## config.mk

```make
export PLATFORM = sky130hd
export DESIGN_NAME = ccpt_timer
export DESIGN_NICKNAME = d
export VERILOG_FILES = /design/src/hdl/ccpt_pkg.sv /design/src/hdl/ccpt_timer.sv
export SDC_FILE = /design/constraint.sdc
export NUM_CORES = 1
export LEC_CHECK = 0
export ABC_AREA = 1
export BUFFER_PORTS_ARGS = -buffer_cell sky130_fd_sc_hd__buf_2
export CELL_PAD_IN_SITES_DETAIL_PLACEMENT = 0
export CELL_PAD_IN_SITES_GLOBAL_PLACEMENT = 1
export CORE_MARGIN = 4
export CORE_UTILIZATION = 35
export CTS_CLUSTER_DIAMETER = 60
export DETAILED_ROUTE_END_ITERATION = 8
export PLACE_DENSITY_LB_ADDON = 0.1
export SYNTH_ARGS = -nofsm -noshare
export SYNTH_HDL_FRONTEND = slang
export SYNTH_SLANG_ARGS = --single-unit
```

## constraint.sdc

```tcl
create_clock -name CLK_SYS -period 4.61 [get_ports CLK_SYS]
set_input_delay 1.383 -clock CLK_SYS [delete_from_list [all_inputs] [get_ports CLK_SYS]]
set_output_delay 1.383 -clock CLK_SYS [all_outputs]
set_load 0.01 [all_outputs]
```

## src/hdl/ccpt_pkg.sv

```systemverilog
// Constants for the capture/compare/PWM timer: register indices, fields, resets.
// Assumes an APB master; byte address of a register is four times its index.

package ccpt_pkg;

  // ************************************************************
  // Register indices (byte address = index * 4)
  // ************************************************************
  localparam int ADDR_W = 14;
  localparam logic [11:0] IDX_PIN_SEL = 12'h0F7;
  localparam logic [11:0] IDX_MODE = 12'h120;
  localparam logic [11:0] IDX_CTL1 = 12'h121;
  localparam logic [11:0] IDX_IEN = 12'h122;
  localparam logic [11:0] IDX_STAT = 12'h123;
  localparam logic [11:0] IDX_IOC0 = 12'h124;
  localparam logic [11:0] IDX_IOC1 = 12'h125;
  localparam logic [11:0] IDX_CNT = 12'h126;
  localparam logic [11:0] IDX_GRA = 12'h128;
  localparam logic [11:0] IDX_GRB = 12'h12A;
  localparam logic [11:0] IDX_GRC = 12'h12C;
  localparam logic [11:0] IDX_GRD = 12'h12E;
  localparam logic [11:0] IDX_CTL2 = 12'h130;
  localparam logic [11:0] IDX_FILT = 12'h131;
  localparam logic [11:0] IDX_OMASK = 12'h132;

  // ************************************************************
  // Field positions
  // ************************************************************
  localparam int MODE_PWM_B = 0;
  localparam int MODE_TRIGGERED_WAIT_PWM = 3;
  localparam int MODE_BUF_C = 4;
  localparam int MODE_BUF_D = 5;
  localparam int MODE_RUN = 7;
  localparam int CTL1_INIT_A = 0;
  localparam int CTL1_SRC_LSB = 4;
  localparam int CTL1_COUNTER_CLEAR_SELECT = 7;
  localparam int CTL2_ONE_SHOT = 2;
  localparam int STAT_WRAP = 7;
  localparam int FILT_TRIG = 4;

  // ************************************************************
  // Reset values and encodings
  // ************************************************************
  localparam logic [7:0] RST_REG8 = 8'h00;
  localparam logic [7:0] RST_OMASK = 8'h0F;
  localparam logic [15:0] RST_REG16 = 16'h0000;
  localparam logic [15:0] CNT_MAX = 16'hFFFF;
  localparam logic [2:0] SRC_F1 = 3'h0;
  localparam logic [2:0] SRC_F2 = 3'h1;
  localparam logic [2:0] SRC_F4 = 3'h2;
  localparam logic [2:0] SRC_F8 = 3'h3;
  localparam logic [2:0] SRC_F32 = 3'h4;
  localparam logic [2:0] SRC_EXT = 3'h5;
  localparam logic [2:0] SRC_OSC = 3'h6;
  localparam logic [1:0] OC_LOW = 2'h1;
  localparam logic [1:0] OC_HIGH = 2'h2;
  localparam logic [1:0] OC_TOGGLE = 2'h3;
  localparam int FILT_LEN = 3;

  typedef enum logic {CCPT_PW2_IDLE, CCPT_PW2_RUN} ccpt_pw2_t;

endpackage : ccpt_pkg

```

## src/hdl/ccpt_timer.sv

```systemverilog
// 16-bit capture/compare/PWM timer with four I/O pins, an APB register slave.
// Assumes pins, the external count clock, trigger and oscillator tick are
// synchronous to CLK_SYS; pin tristating is done outside from IO_PIN_OE.
//
// Our own choice: the APB slave port.
`timescale 1ns/1ns

module ccpt_timer (
  // Clock and reset.
  input wire logic CLK_SYS,
  input wire logic RESETN,
  // APB slave.
  input wire logic PSEL,
  input wire logic PENABLE,
  input wire logic PWRITE,
  input wire logic [ccpt_pkg::ADDR_W-1:0] PADDR,
  input wire logic [31:0] PWDATA,
  output logic [31:0] PRDATA,
  output logic PREADY,
  output logic PSLVERR,
  // Timer pins.
  input wire logic [3:0] IO_PIN_IN,
  output logic [3:0] IO_PIN_OUT,
  output logic [3:0] IO_PIN_OE,
  input wire logic EXT_COUNT_CLOCK_PIN,
  input wire logic TRIGGERED_WAIT_PWM_TRIGGER_PIN,
  input wire logic FAST_OSC_TICK,
  // Interrupt request.
  output logic IRQ
);
  import ccpt_pkg::*;

  // ************************************************************
  // Declarations
  // ************************************************************
  logic [7:0] pin_sel_ff, mode_ff, ctl1_ff, ien_ff, ioc0_ff, ioc1_ff;
  logic [7:0] ctl2_ff, filt_ff, omask_ff;
  logic [4:0] stat_ff, seen_ff, f_set;
  logic [15:0] cnt_ff;
  logic [15:0] gr_ff [4];
  logic pready_ff, slverr_ff;
  logic [31:0] prdata_ff, rd_mux;
  logic acc, wr, rd, mapped;
  logic [11:0] idx;
  logic [4:0] presc_ff;
  logic ext_prev_ff, tick, run, triggered_wait_pwm, pwm_any, timer, clr_en, cnt_go;
  logic wrap_ev, trig_ev, trig_en;
  logic [3:0] cap, pwm_pin, match_ev, cap_ev, out_ff, oe_ff;
  logic [2:0] iof [4];
  logic [4:0] lvl, prev_ff, flt_ff, rise, fall;
  logic [2:0] sh_ff [5];
  ccpt_pw2_t pw2_ff;

  // ************************************************************
  // APB slave
  // ************************************************************
  // One wait state so that read data can come straight from a flop.
  assign acc = PSEL & PENABLE;
  assign idx = PADDR[ADDR_W-1:2];
  assign wr = acc & pready_ff & PWRITE;
  assign rd = acc & pready_ff & ~PWRITE;
  assign PREADY = pready_ff;
  assign PRDATA = prdata_ff;
  assign PSLVERR = slverr_ff;

  // Address decode and read multiplexer.
  always_comb begin
    mapped = 1'b1;
    rd_mux = 32'h0000_0000;
    unique case (idx)
      IDX_PIN_SEL: rd_mux[7:0] = pin_sel_ff;
      IDX_MODE: rd_mux[7:0] = mode_ff;
      IDX_CTL1: rd_mux[7:0] = ctl1_ff;
      IDX_IEN: rd_mux[7:0] = ien_ff;
      IDX_STAT: rd_mux[7:0] = {stat_ff[4], 3'h0, stat_ff[3:0]};
      IDX_IOC0: rd_mux[7:0] = ioc0_ff;
      IDX_IOC1: rd_mux[7:0] = ioc1_ff;
      IDX_CNT: rd_mux[15:0] = cnt_ff;
      IDX_GRA: rd_mux[15:0] = gr_ff[0];
      IDX_GRB: rd_mux[15:0] = gr_ff[1];
      IDX_GRC: rd_mux[15:0] = gr_ff[2];
      IDX_GRD: rd_mux[15:0] = gr_ff[3];
      IDX_CTL2: rd_mux[7:0] = ctl2_ff;
      IDX_FILT: rd_mux[7:0] = filt_ff;
      IDX_OMASK: rd_mux[7:0] = omask_ff;
      default: mapped = 1'b0;
    endcase
  end

  // Ready, error and read data are captured in the first access cycle.
  always_ff @(posedge CLK_SYS or negedge RESETN) begin
    if (!RESETN) begin
      pready_ff <= 1'b0;
      slverr_ff <= 1'b0;
      prdata_ff <= 32'h0000_0000;
    end else begin
      pready_ff <= acc & ~pready_ff;
      slverr_ff <= acc & ~pready_ff & ~mapped;
      if (acc && !pready_ff) begin
        prdata_ff <= rd_mux;
      end
    end
  end

  // Plain control registers; unmapped writes are dropped.
  always_ff @(posedge CLK_SYS or negedge RESETN) begin
    if (!RESETN) begin
      pin_sel_ff <= RST_REG8;
      mode_ff <= RST_REG8;
      ctl1_ff <= RST_REG8;
      ien_ff <= RST_REG8;
      ioc0_ff <= RST_REG8;
      ioc1_ff <= RST_REG8;
      ctl2_ff <= RST_REG8;
      filt_ff <= RST_REG8;
      omask_ff <= RST_OMASK;
    end else if (wr) begin
      if (idx == IDX_PIN_SEL) pin_sel_ff <= PWDATA[7:0];
      if (idx == IDX_MODE) mode_ff <= PWDATA[7:0];
      // changed by software only while stopped
      if (idx == IDX_CTL1) ctl1_ff <= PWDATA[7:0];
      if (idx == IDX_IEN) ien_ff <= PWDATA[7:0];
      if (idx == IDX_IOC0) ioc0_ff <= PWDATA[7:0];
      if (idx == IDX_IOC1) ioc1_ff <= PWDATA[7:0];
      if (idx == IDX_CTL2) ctl2_ff <= PWDATA[7:0];
      if (idx == IDX_FILT) filt_ff <= PWDATA[7:0];
      if (idx == IDX_OMASK) omask_ff <= PWDATA[7:0];
    end
  end

  // ************************************************************
  // Mode decode
  // ************************************************************
  assign run = mode_ff[MODE_RUN];
  assign triggered_wait_pwm = mode_ff[MODE_TRIGGERED_WAIT_PWM];
  assign pwm_any = ~triggered_wait_pwm & (|mode_ff[MODE_PWM_B+2:MODE_PWM_B]);
  assign timer = ~triggered_wait_pwm & ~pwm_any;
  // I/O control fields only matter in timer mode
  assign iof[0] = ioc0_ff[2:0];
  assign iof[1] = ioc0_ff[6:4];
  assign iof[2] = ioc1_ff[2:0];
  assign iof[3] = ioc1_ff[6:4];

  // ************************************************************
  // Count source
  // ************************************************************
  // Free prescaler for the divided system-clock sources.
  always_ff @(posedge CLK_SYS or negedge RESETN) begin
    if (!RESETN) begin
      presc_ff <= 5'h00;
      ext_prev_ff <= 1'b0;
    end else begin
      presc_ff <= presc_ff + 5'h01;
      ext_prev_ff <= EXT_COUNT_CLOCK_PIN;
    end
  end

  // the oscillator source counts on its tick, the divided sources on CLK_SYS
  // external clock pin counts on its rising edge
  always_comb begin
    unique case (ctl1_ff[CTL1_SRC_LSB+2:CTL1_SRC_LSB])
      SRC_F1: tick = 1'b1;
      SRC_F2: tick = &presc_ff[0:0];
      SRC_F4: tick = &presc_ff[1:0];
      SRC_F8: tick = &presc_ff[2:0];
      SRC_F32: tick = &presc_ff;
      SRC_EXT: tick = EXT_COUNT_CLOCK_PIN & ~ext_prev_ff;
      SRC_OSC: tick = FAST_OSC_TICK;
      default: tick = 1'b0;
    endcase
  end

  // ************************************************************
  // Input filters and edge detection (pins A-D, then trigger)
  // ************************************************************
  // A filtered level changes only after three equal samples, which costs
  // four cycles of latency but rejects glitches shorter than three cycles.
  for (genvar k = 0; k < 5; k++) begin : g_in
    logic raw, use_f;
    // The modulo keeps the unused pin index in range for the trigger slot.
    assign raw = (k == 4) ? TRIGGERED_WAIT_PWM_TRIGGER_PIN : IO_PIN_IN[k % 4];
    // filter only for capture inputs and the triggered-mode trigger
    assign use_f = filt_ff[k] & ((k == 4) ? triggered_wait_pwm : cap[k % 4]);
    assign lvl[k] = use_f ? flt_ff[k] : raw;
    assign rise[k] = lvl[k] & ~prev_ff[k];
    assign fall[k] = ~lvl[k] & prev_ff[k];
    always_ff @(posedge CLK_SYS or negedge RESETN) begin
      if (!RESETN) begin
        sh_ff[k] <= 3'h0;
        flt_ff[k] <= 1'b0;
        prev_ff[k] <= 1'b0;
      end else begin
        sh_ff[k] <= {sh_ff[k][FILT_LEN-2:0], raw};
        if (&sh_ff[k] || ~|sh_ff[k]) flt_ff[k] <= sh_ff[k][0];
        prev_ff[k] <= lvl[k];
      end
    end
  end

  // ************************************************************
  // Per-pin function, capture and match events
  // ************************************************************
  for (genvar j = 0; j < 4; j++) begin : g_pin
    logic hit;
    assign cap[j] = timer & iof[j][2];
    assign pwm_pin[j] = (j == 0) ? 1'b0 : (triggered_wait_pwm ? (j == 1) : mode_ff[MODE_PWM_B + (j + 3) % 4]);
    // edge field 00 rising, 01 falling, 1x both
    assign hit = ((~iof[j][0] | iof[j][1]) & rise[j]) | ((iof[j][0] | iof[j][1]) & fall[j]);
    assign cap_ev[j] = run & cap[j] & hit;
    // equality with the general register, even when buffering
    assign match_ev[j] = cnt_go & (cnt_ff == gr_ff[j]);
    assign f_set[j] = cap[j] ? cap_ev[j] : match_ev[j];
  end

  assign wrap_ev = cnt_go & (cnt_ff == CNT_MAX);
  assign f_set[4] = wrap_ev;

  // ************************************************************
  // Triggered-wait PWM sequencer
  // ************************************************************
  // control two only steers this sequencer
  assign trig_en = |ctl2_ff[1:0];
  assign trig_ev = (ctl2_ff[0] & rise[4]) | (ctl2_ff[1] & fall[4]);

  // wait for trigger, count a period, stop after one if one-shot
  always_ff @(posedge CLK_SYS or negedge RESETN) begin
    if (!RESETN) begin
      pw2_ff <= CCPT_PW2_IDLE;
    end else begin
      unique case (pw2_ff)
        CCPT_PW2_IDLE: begin
          if (run && triggered_wait_pwm && (trig_ev || !trig_en)) pw2_ff <= CCPT_PW2_RUN;
        end
        CCPT_PW2_RUN: begin
          if (!run || !triggered_wait_pwm) begin
            pw2_ff <= CCPT_PW2_IDLE;
          end else if (match_ev[0] && ctl2_ff[CTL2_ONE_SHOT]) begin
            pw2_ff <= CCPT_PW2_IDLE;
          end
        end
      endcase
    end
  end

  // ************************************************************
  // Counter
  // ************************************************************
  assign cnt_go = run & tick & (~triggered_wait_pwm | (pw2_ff == CCPT_PW2_RUN));
  assign clr_en = triggered_wait_pwm | pwm_any | (ctl1_ff[CTL1_COUNTER_CLEAR_SELECT] & ~|cap);

  // sixteen-bit up counter, cleared at the register A match in the PWM modes, or with clear select set and no capture pin
  always_ff @(posedge CLK_SYS or negedge RESETN) begin
    if (!RESETN) begin
      cnt_ff <= RST_REG16;
    end else if (wr && idx == IDX_CNT) begin
      cnt_ff <= PWDATA[15:0];
    end else if (triggered_wait_pwm && pw2_ff == CCPT_PW2_IDLE) begin
      cnt_ff <= RST_REG16;
    end else if (cnt_go) begin
      cnt_ff <= (clr_en && match_ev[0]) ? RST_REG16 : cnt_ff + 16'h0001;
    end
  end

  // ************************************************************
  // General registers with capture and buffer transfers
  // ************************************************************
  // Hardware transfers follow the software write so that they win.
  always_ff @(posedge CLK_SYS or negedge RESETN) begin
    if (!RESETN) begin
      for (int g = 0; g < 4; g++) gr_ff[g] <= RST_REG16;
    end else begin
      for (int g = 0; g < 4; g++) begin
        if (wr && idx == IDX_GRA + 12'(2 * g)) gr_ff[g] <= PWDATA[15:0];
        // capture the counter on the selected edge
        if (cap_ev[g]) gr_ff[g] <= cnt_ff;
      end
      // Buffer on capture: the old A or B value moves to C or D.
      if (mode_ff[MODE_BUF_C] && cap_ev[0]) gr_ff[2] <= gr_ff[0];
      if (mode_ff[MODE_BUF_D] && cap_ev[1]) gr_ff[3] <= gr_ff[1];
      // Buffer on compare: C or D reloads A or B at the A or B match.
      if (mode_ff[MODE_BUF_C] && !cap[0] && match_ev[0] && !triggered_wait_pwm) gr_ff[0] <= gr_ff[2];
      if (mode_ff[MODE_BUF_D] && !cap[1] && match_ev[triggered_wait_pwm ? 0 : 1]) gr_ff[1] <= gr_ff[3];
    end
  end

  // ************************************************************
  // Pin outputs
  // ************************************************************
  for (genvar j = 0; j < 4; j++) begin : g_out
    logic init;
    assign init = ctl1_ff[CTL1_INIT_A+j];
    always_ff @(posedge CLK_SYS or negedge RESETN) begin
      if (!RESETN) begin
        out_ff[j] <= 1'b0;
        oe_ff[j] <= 1'b0;
      end else begin
        // mask gates outputs only, never a capture pin
        oe_ff[j] <= ~omask_ff[j] & (pwm_pin[j] | (timer & ~cap[j] & (|iof[j][1:0])));
        if (!run || (triggered_wait_pwm && pw2_ff == CCPT_PW2_IDLE)) begin
          // initial level has no effect on a capture pin (not driven)
          out_ff[j] <= init;
        end else if (pwm_pin[j]) begin
          // period restarts at A match, width ends at own match
          if (match_ev[j]) begin
            out_ff[j] <= ~init;
          end else if (match_ev[0]) begin
            out_ff[j] <= init;
          end
        end else if (timer && !cap[j] && match_ev[j]) begin
          unique case (iof[j][1:0])
            OC_LOW: out_ff[j] <= 1'b0;
            OC_HIGH: out_ff[j] <= 1'b1;
            OC_TOGGLE: out_ff[j] <= ~out_ff[j];
            default: out_ff[j] <= out_ff[j];
          endcase
        end
      end
    end
  end

  assign IO_PIN_OUT = out_ff;
  assign IO_PIN_OE = oe_ff;

  // ************************************************************
  // Status flags and interrupt request
  // ************************************************************
  // A flag may be cleared only after software has read it as one; a new
  // event in the clearing cycle wins, so no event is lost.
  for (genvar f = 0; f < 5; f++) begin : g_flag
    localparam int BP = (f == 4) ? STAT_WRAP : f;
    logic clr;
    // clear by writing 0 after reading 1
    assign clr = wr & (idx == IDX_STAT) & ~PWDATA[BP] & seen_ff[f];
    always_ff @(posedge CLK_SYS or negedge RESETN) begin
      if (!RESETN) begin
        stat_ff[f] <= 1'b0;
        seen_ff[f] <= 1'b0;
      end else begin
        // an event in the write cycle survives the write
        stat_ff[f] <= f_set[f] | (stat_ff[f] & ~clr);
        // Remember what the read returned, not the live flag: a flag set in
        // the wait state was never seen by software and must survive.
        if (rd && idx == IDX_STAT) begin
          seen_ff[f] <= prdata_ff[BP];
        end else if (wr && idx == IDX_STAT) begin
          seen_ff[f] <= 1'b0;
        end
      end
    end
  end

  // request while an enabled flag is set
  assign IRQ = |(stat_ff & {ien_ff[STAT_WRAP], ien_ff[3:0]});
endmodule : ccpt_timer

```

==> reports/qor.yml <==
pwr:
  worst_ir_drop_vdd_uv: 243
  leakage_nw: 7.86
  fin_total_pwr_w: 0.00506
  p_per_area_mw_per_mm2: 315
yosys:
  ys_warn_count: 0
  synthArstFlopShare_pct: 100
  synthCells: 1997
  synth_area_mm2: 0.0141
  ys.flop_type: "dfrtp_1"
  synth.most_common_cell: "nand2_1"
  synth_edf_count: 0
  synth.top_cells.by_count: "nand2_1 (697), dfrtp_1 (216), inv_1 (185)"
  synth_area_leaders: "dfrtp_1 (38%), nand2_1 (19%), inv_1 (4.9%), nand4_1 (4.9%), o21ai_0 (4.8%)"
  yosysSeqAreaShare_pct: 39.0
  yosysUniqueCellTypes: 54
  yosysTopAreaCell: "dfrtp_1"
  ys_seq_elements: 220
  synth_area_per_cell_um2: 7.07
  synth_top_area_share_pct: 38.3
routing:
  first_iter_violations: 1460
  antenna_left: 0
  via_count: 13936
  drt_wl_total_um: 58500
  viasPerCell: 5.36
  drc: 0
  wl_per_cell_um: 22.5
  first_pass_iters: 6
cells_and_area:
  final_util_pct: 40.2
  area.growth.synth_to_final_pct: 13.6
  antennaDiodeCount: 0
  fillCellCount: 4295
  num-nets-final: 2121
  drive_above_1_share_pct: 12.5
timing:
  fin_skew_ns: 0.0217
  final_max_slew_viol_count: 0
  worst_hold_slack_ns: 0.398
  finalSetupViolations: 0
  finalHoldViolCount: 0
  final.period_utilization_pct: 72.8
  fmax_mhz: 298
  tns_ns: 0
  min_period_ns: 3.36
  relSlewSlack_pct: 35.4
  tightest_slew_ns: 0.968
  rsz0062_at_grt: "false"
clock_network:
  clockRootBuffer: "clkbuf_16"
  cts_hold_buf: 0
  clk_pin_slew_worst_paths_ns: 0.06
  clock_latency_ns: 0.55
  post_cts_buffers: 0
  numCtsBuffers: 35
  post_cts_resized: 0
  max-clock-path-buffers: 3
  htreeDepth: 2
  cts_tree: "built"
  clock_sinks: 220
job:
  maxCapViolCount: 0
worst_setup_path:
  path_class: "in -> reg"
  critical_path.startpoint_type: "input pin"
  cp_data_arrival_time_ns: 3.79
  critical_path_required_ns: 5.05
  end_kind: "flip-flop"
  worstPathMaxFanout: 15
place:
  dp_hpwl_um: 42700
  port_buffers: 66
  gp_congestion: 0.913
global_routing:
  grt_max_degree: 84
  grt_pass1_vias: 12990
  grt_pass1_wl_um: 87000
  antenna_found_initial: 0
  grt.total_usage_pct: 26.3
  grt.overflow.total: 0
floorplanning:
  io-pin-count: 101
  die_w_um: 209
  core_area_mm2: 0.0398
  fp-row-count: 73
  die_h_um: 209
  initial_core_util_pct: 35.4
  dieArea_mm2: 0.0436
outcome:
  status: "complete, no violations"
hold_path:
  worstHoldPathType: "reg -> reg"
## metrics by stage
step	cell area, um2	setup slack (ns)	instances
detailed placement	14800	0.806	2535
CTS	16000	1.38	2598
global placement	14800	0.819	2535
finish	16000	1.25	2598
global route	16000	1.15	2598
floorplan	14200	1.70	2012
## sequential cells by signal (all words and copies together) (netlist names), 5 cells and up
register	count
ioc1_ff	8
mode_ff	8
flt_ff	5
ien_ff	8
filt_ff	8
ioc0_ff	8
stat_ff	5
gr_ff	64
sh_ff	15
ctl2_ff	8
presc_ff	5
prev_ff	5
ctl1_ff	8
pin_sel_ff	8
omask_ff	8
seen_ff	5
PRDATA	16
cnt_ff	16
## cells in the final DEF, fill, tap and decap left out, types with 16 or more instances in the layout
| cell type | synthesis | routed |
|---|---|---|
| nand2_2 | 16 | 16 |
| nand3_1 | 129 | 129 |
| nor2_1 | 139 | 138 |
| buf_4 | 29 | 29 |
| dfrtp_1 | 216 | 216 |
| ha_1 | 16 | 16 |
| buf_2 | 25 | 65 |
| nand3_2 | 16 | 16 |
| inv_1 | 185 | 185 |
| nand4_1 | 110 | 110 |
| conb_1 | 1 | 16 |
| o22ai_1 | 29 | 29 |
| clkbuf_16 | 0 | 36 |
| a21oi_1 | 53 | 53 |
| nor3_1 | 19 | 19 |
| o21ai_0 | 135 | 135 |
| nand2_1 | 697 | 697 |
## worst max-delay path, stage by stage
cell and delay (ns):
buf_2 0.10, nor2_1 0.25, nand2_2 0.22, inv_2 0.23
nand3_1 0.50, o21ai_2 0.45, inv_2 0.10, nand2_4 0.23
inv_4 0.16, nand2_1 0.10, nand2_1 0.05
## routing by layer
layer,GRT usage [%],routed length [um],vias to the layer above
met5,0,0,-
met4,6.62,1230,0
met3,5.99,5180,69
met2,38.1,24400,554
met1,39.7,27700,6701
li1,-,-,6612
## worst paths after layout
path / slack (ns) / startpoint / cells past startpoint / endpoint
max: 1.25 / PADDR[9] / 11 / gr_ff[38]
min: 0.40 / sh_ff[12] / 0 / sh_ff[13]
max reg2reg: 1.42 / cnt_ff[14] / 13 / gr_ff[38]
min reg2reg: 0.40 / sh_ff[12] / 0 / sh_ff[13]
max in group asynchronous: 2.91 / RESETN / 2 / PRDATA[13]
min in group asynchronous: 0.83 / RESETN / 1 / IO_PIN_OE[3]
## power breakdown
group          internal (W)  switching [W]
logic             0.0000693       0.000214
registers           0.00196      0.0000227
clock network       0.00174        0.00104
## cell type report
class                      instances  area (um2)  share of cell area, %
timing repair buffer              96         578                   3.61
multi-input combinational       1487        7300                   45.5
tap                              525         657                   4.10
sequential                       220        5510                   34.4
clock inverter                    16         208                   1.30
inverter                         207         786                   4.90
clock buffer                      47         992                   6.19
## cell families after synthesis
logic type	Yosys count	synth area share, %
AND/OR/NAND/NOR	1187	38.9
buffers and inverters	305	9.67
AO/OA/AOI/OAI	256	10.2
flip-flops	220	39.0
adder cells (fa/ha/maj)	16	1.42
XOR/XNOR	12	0.745
other	1	0.0266
Power figures use the tool's default switching activity.
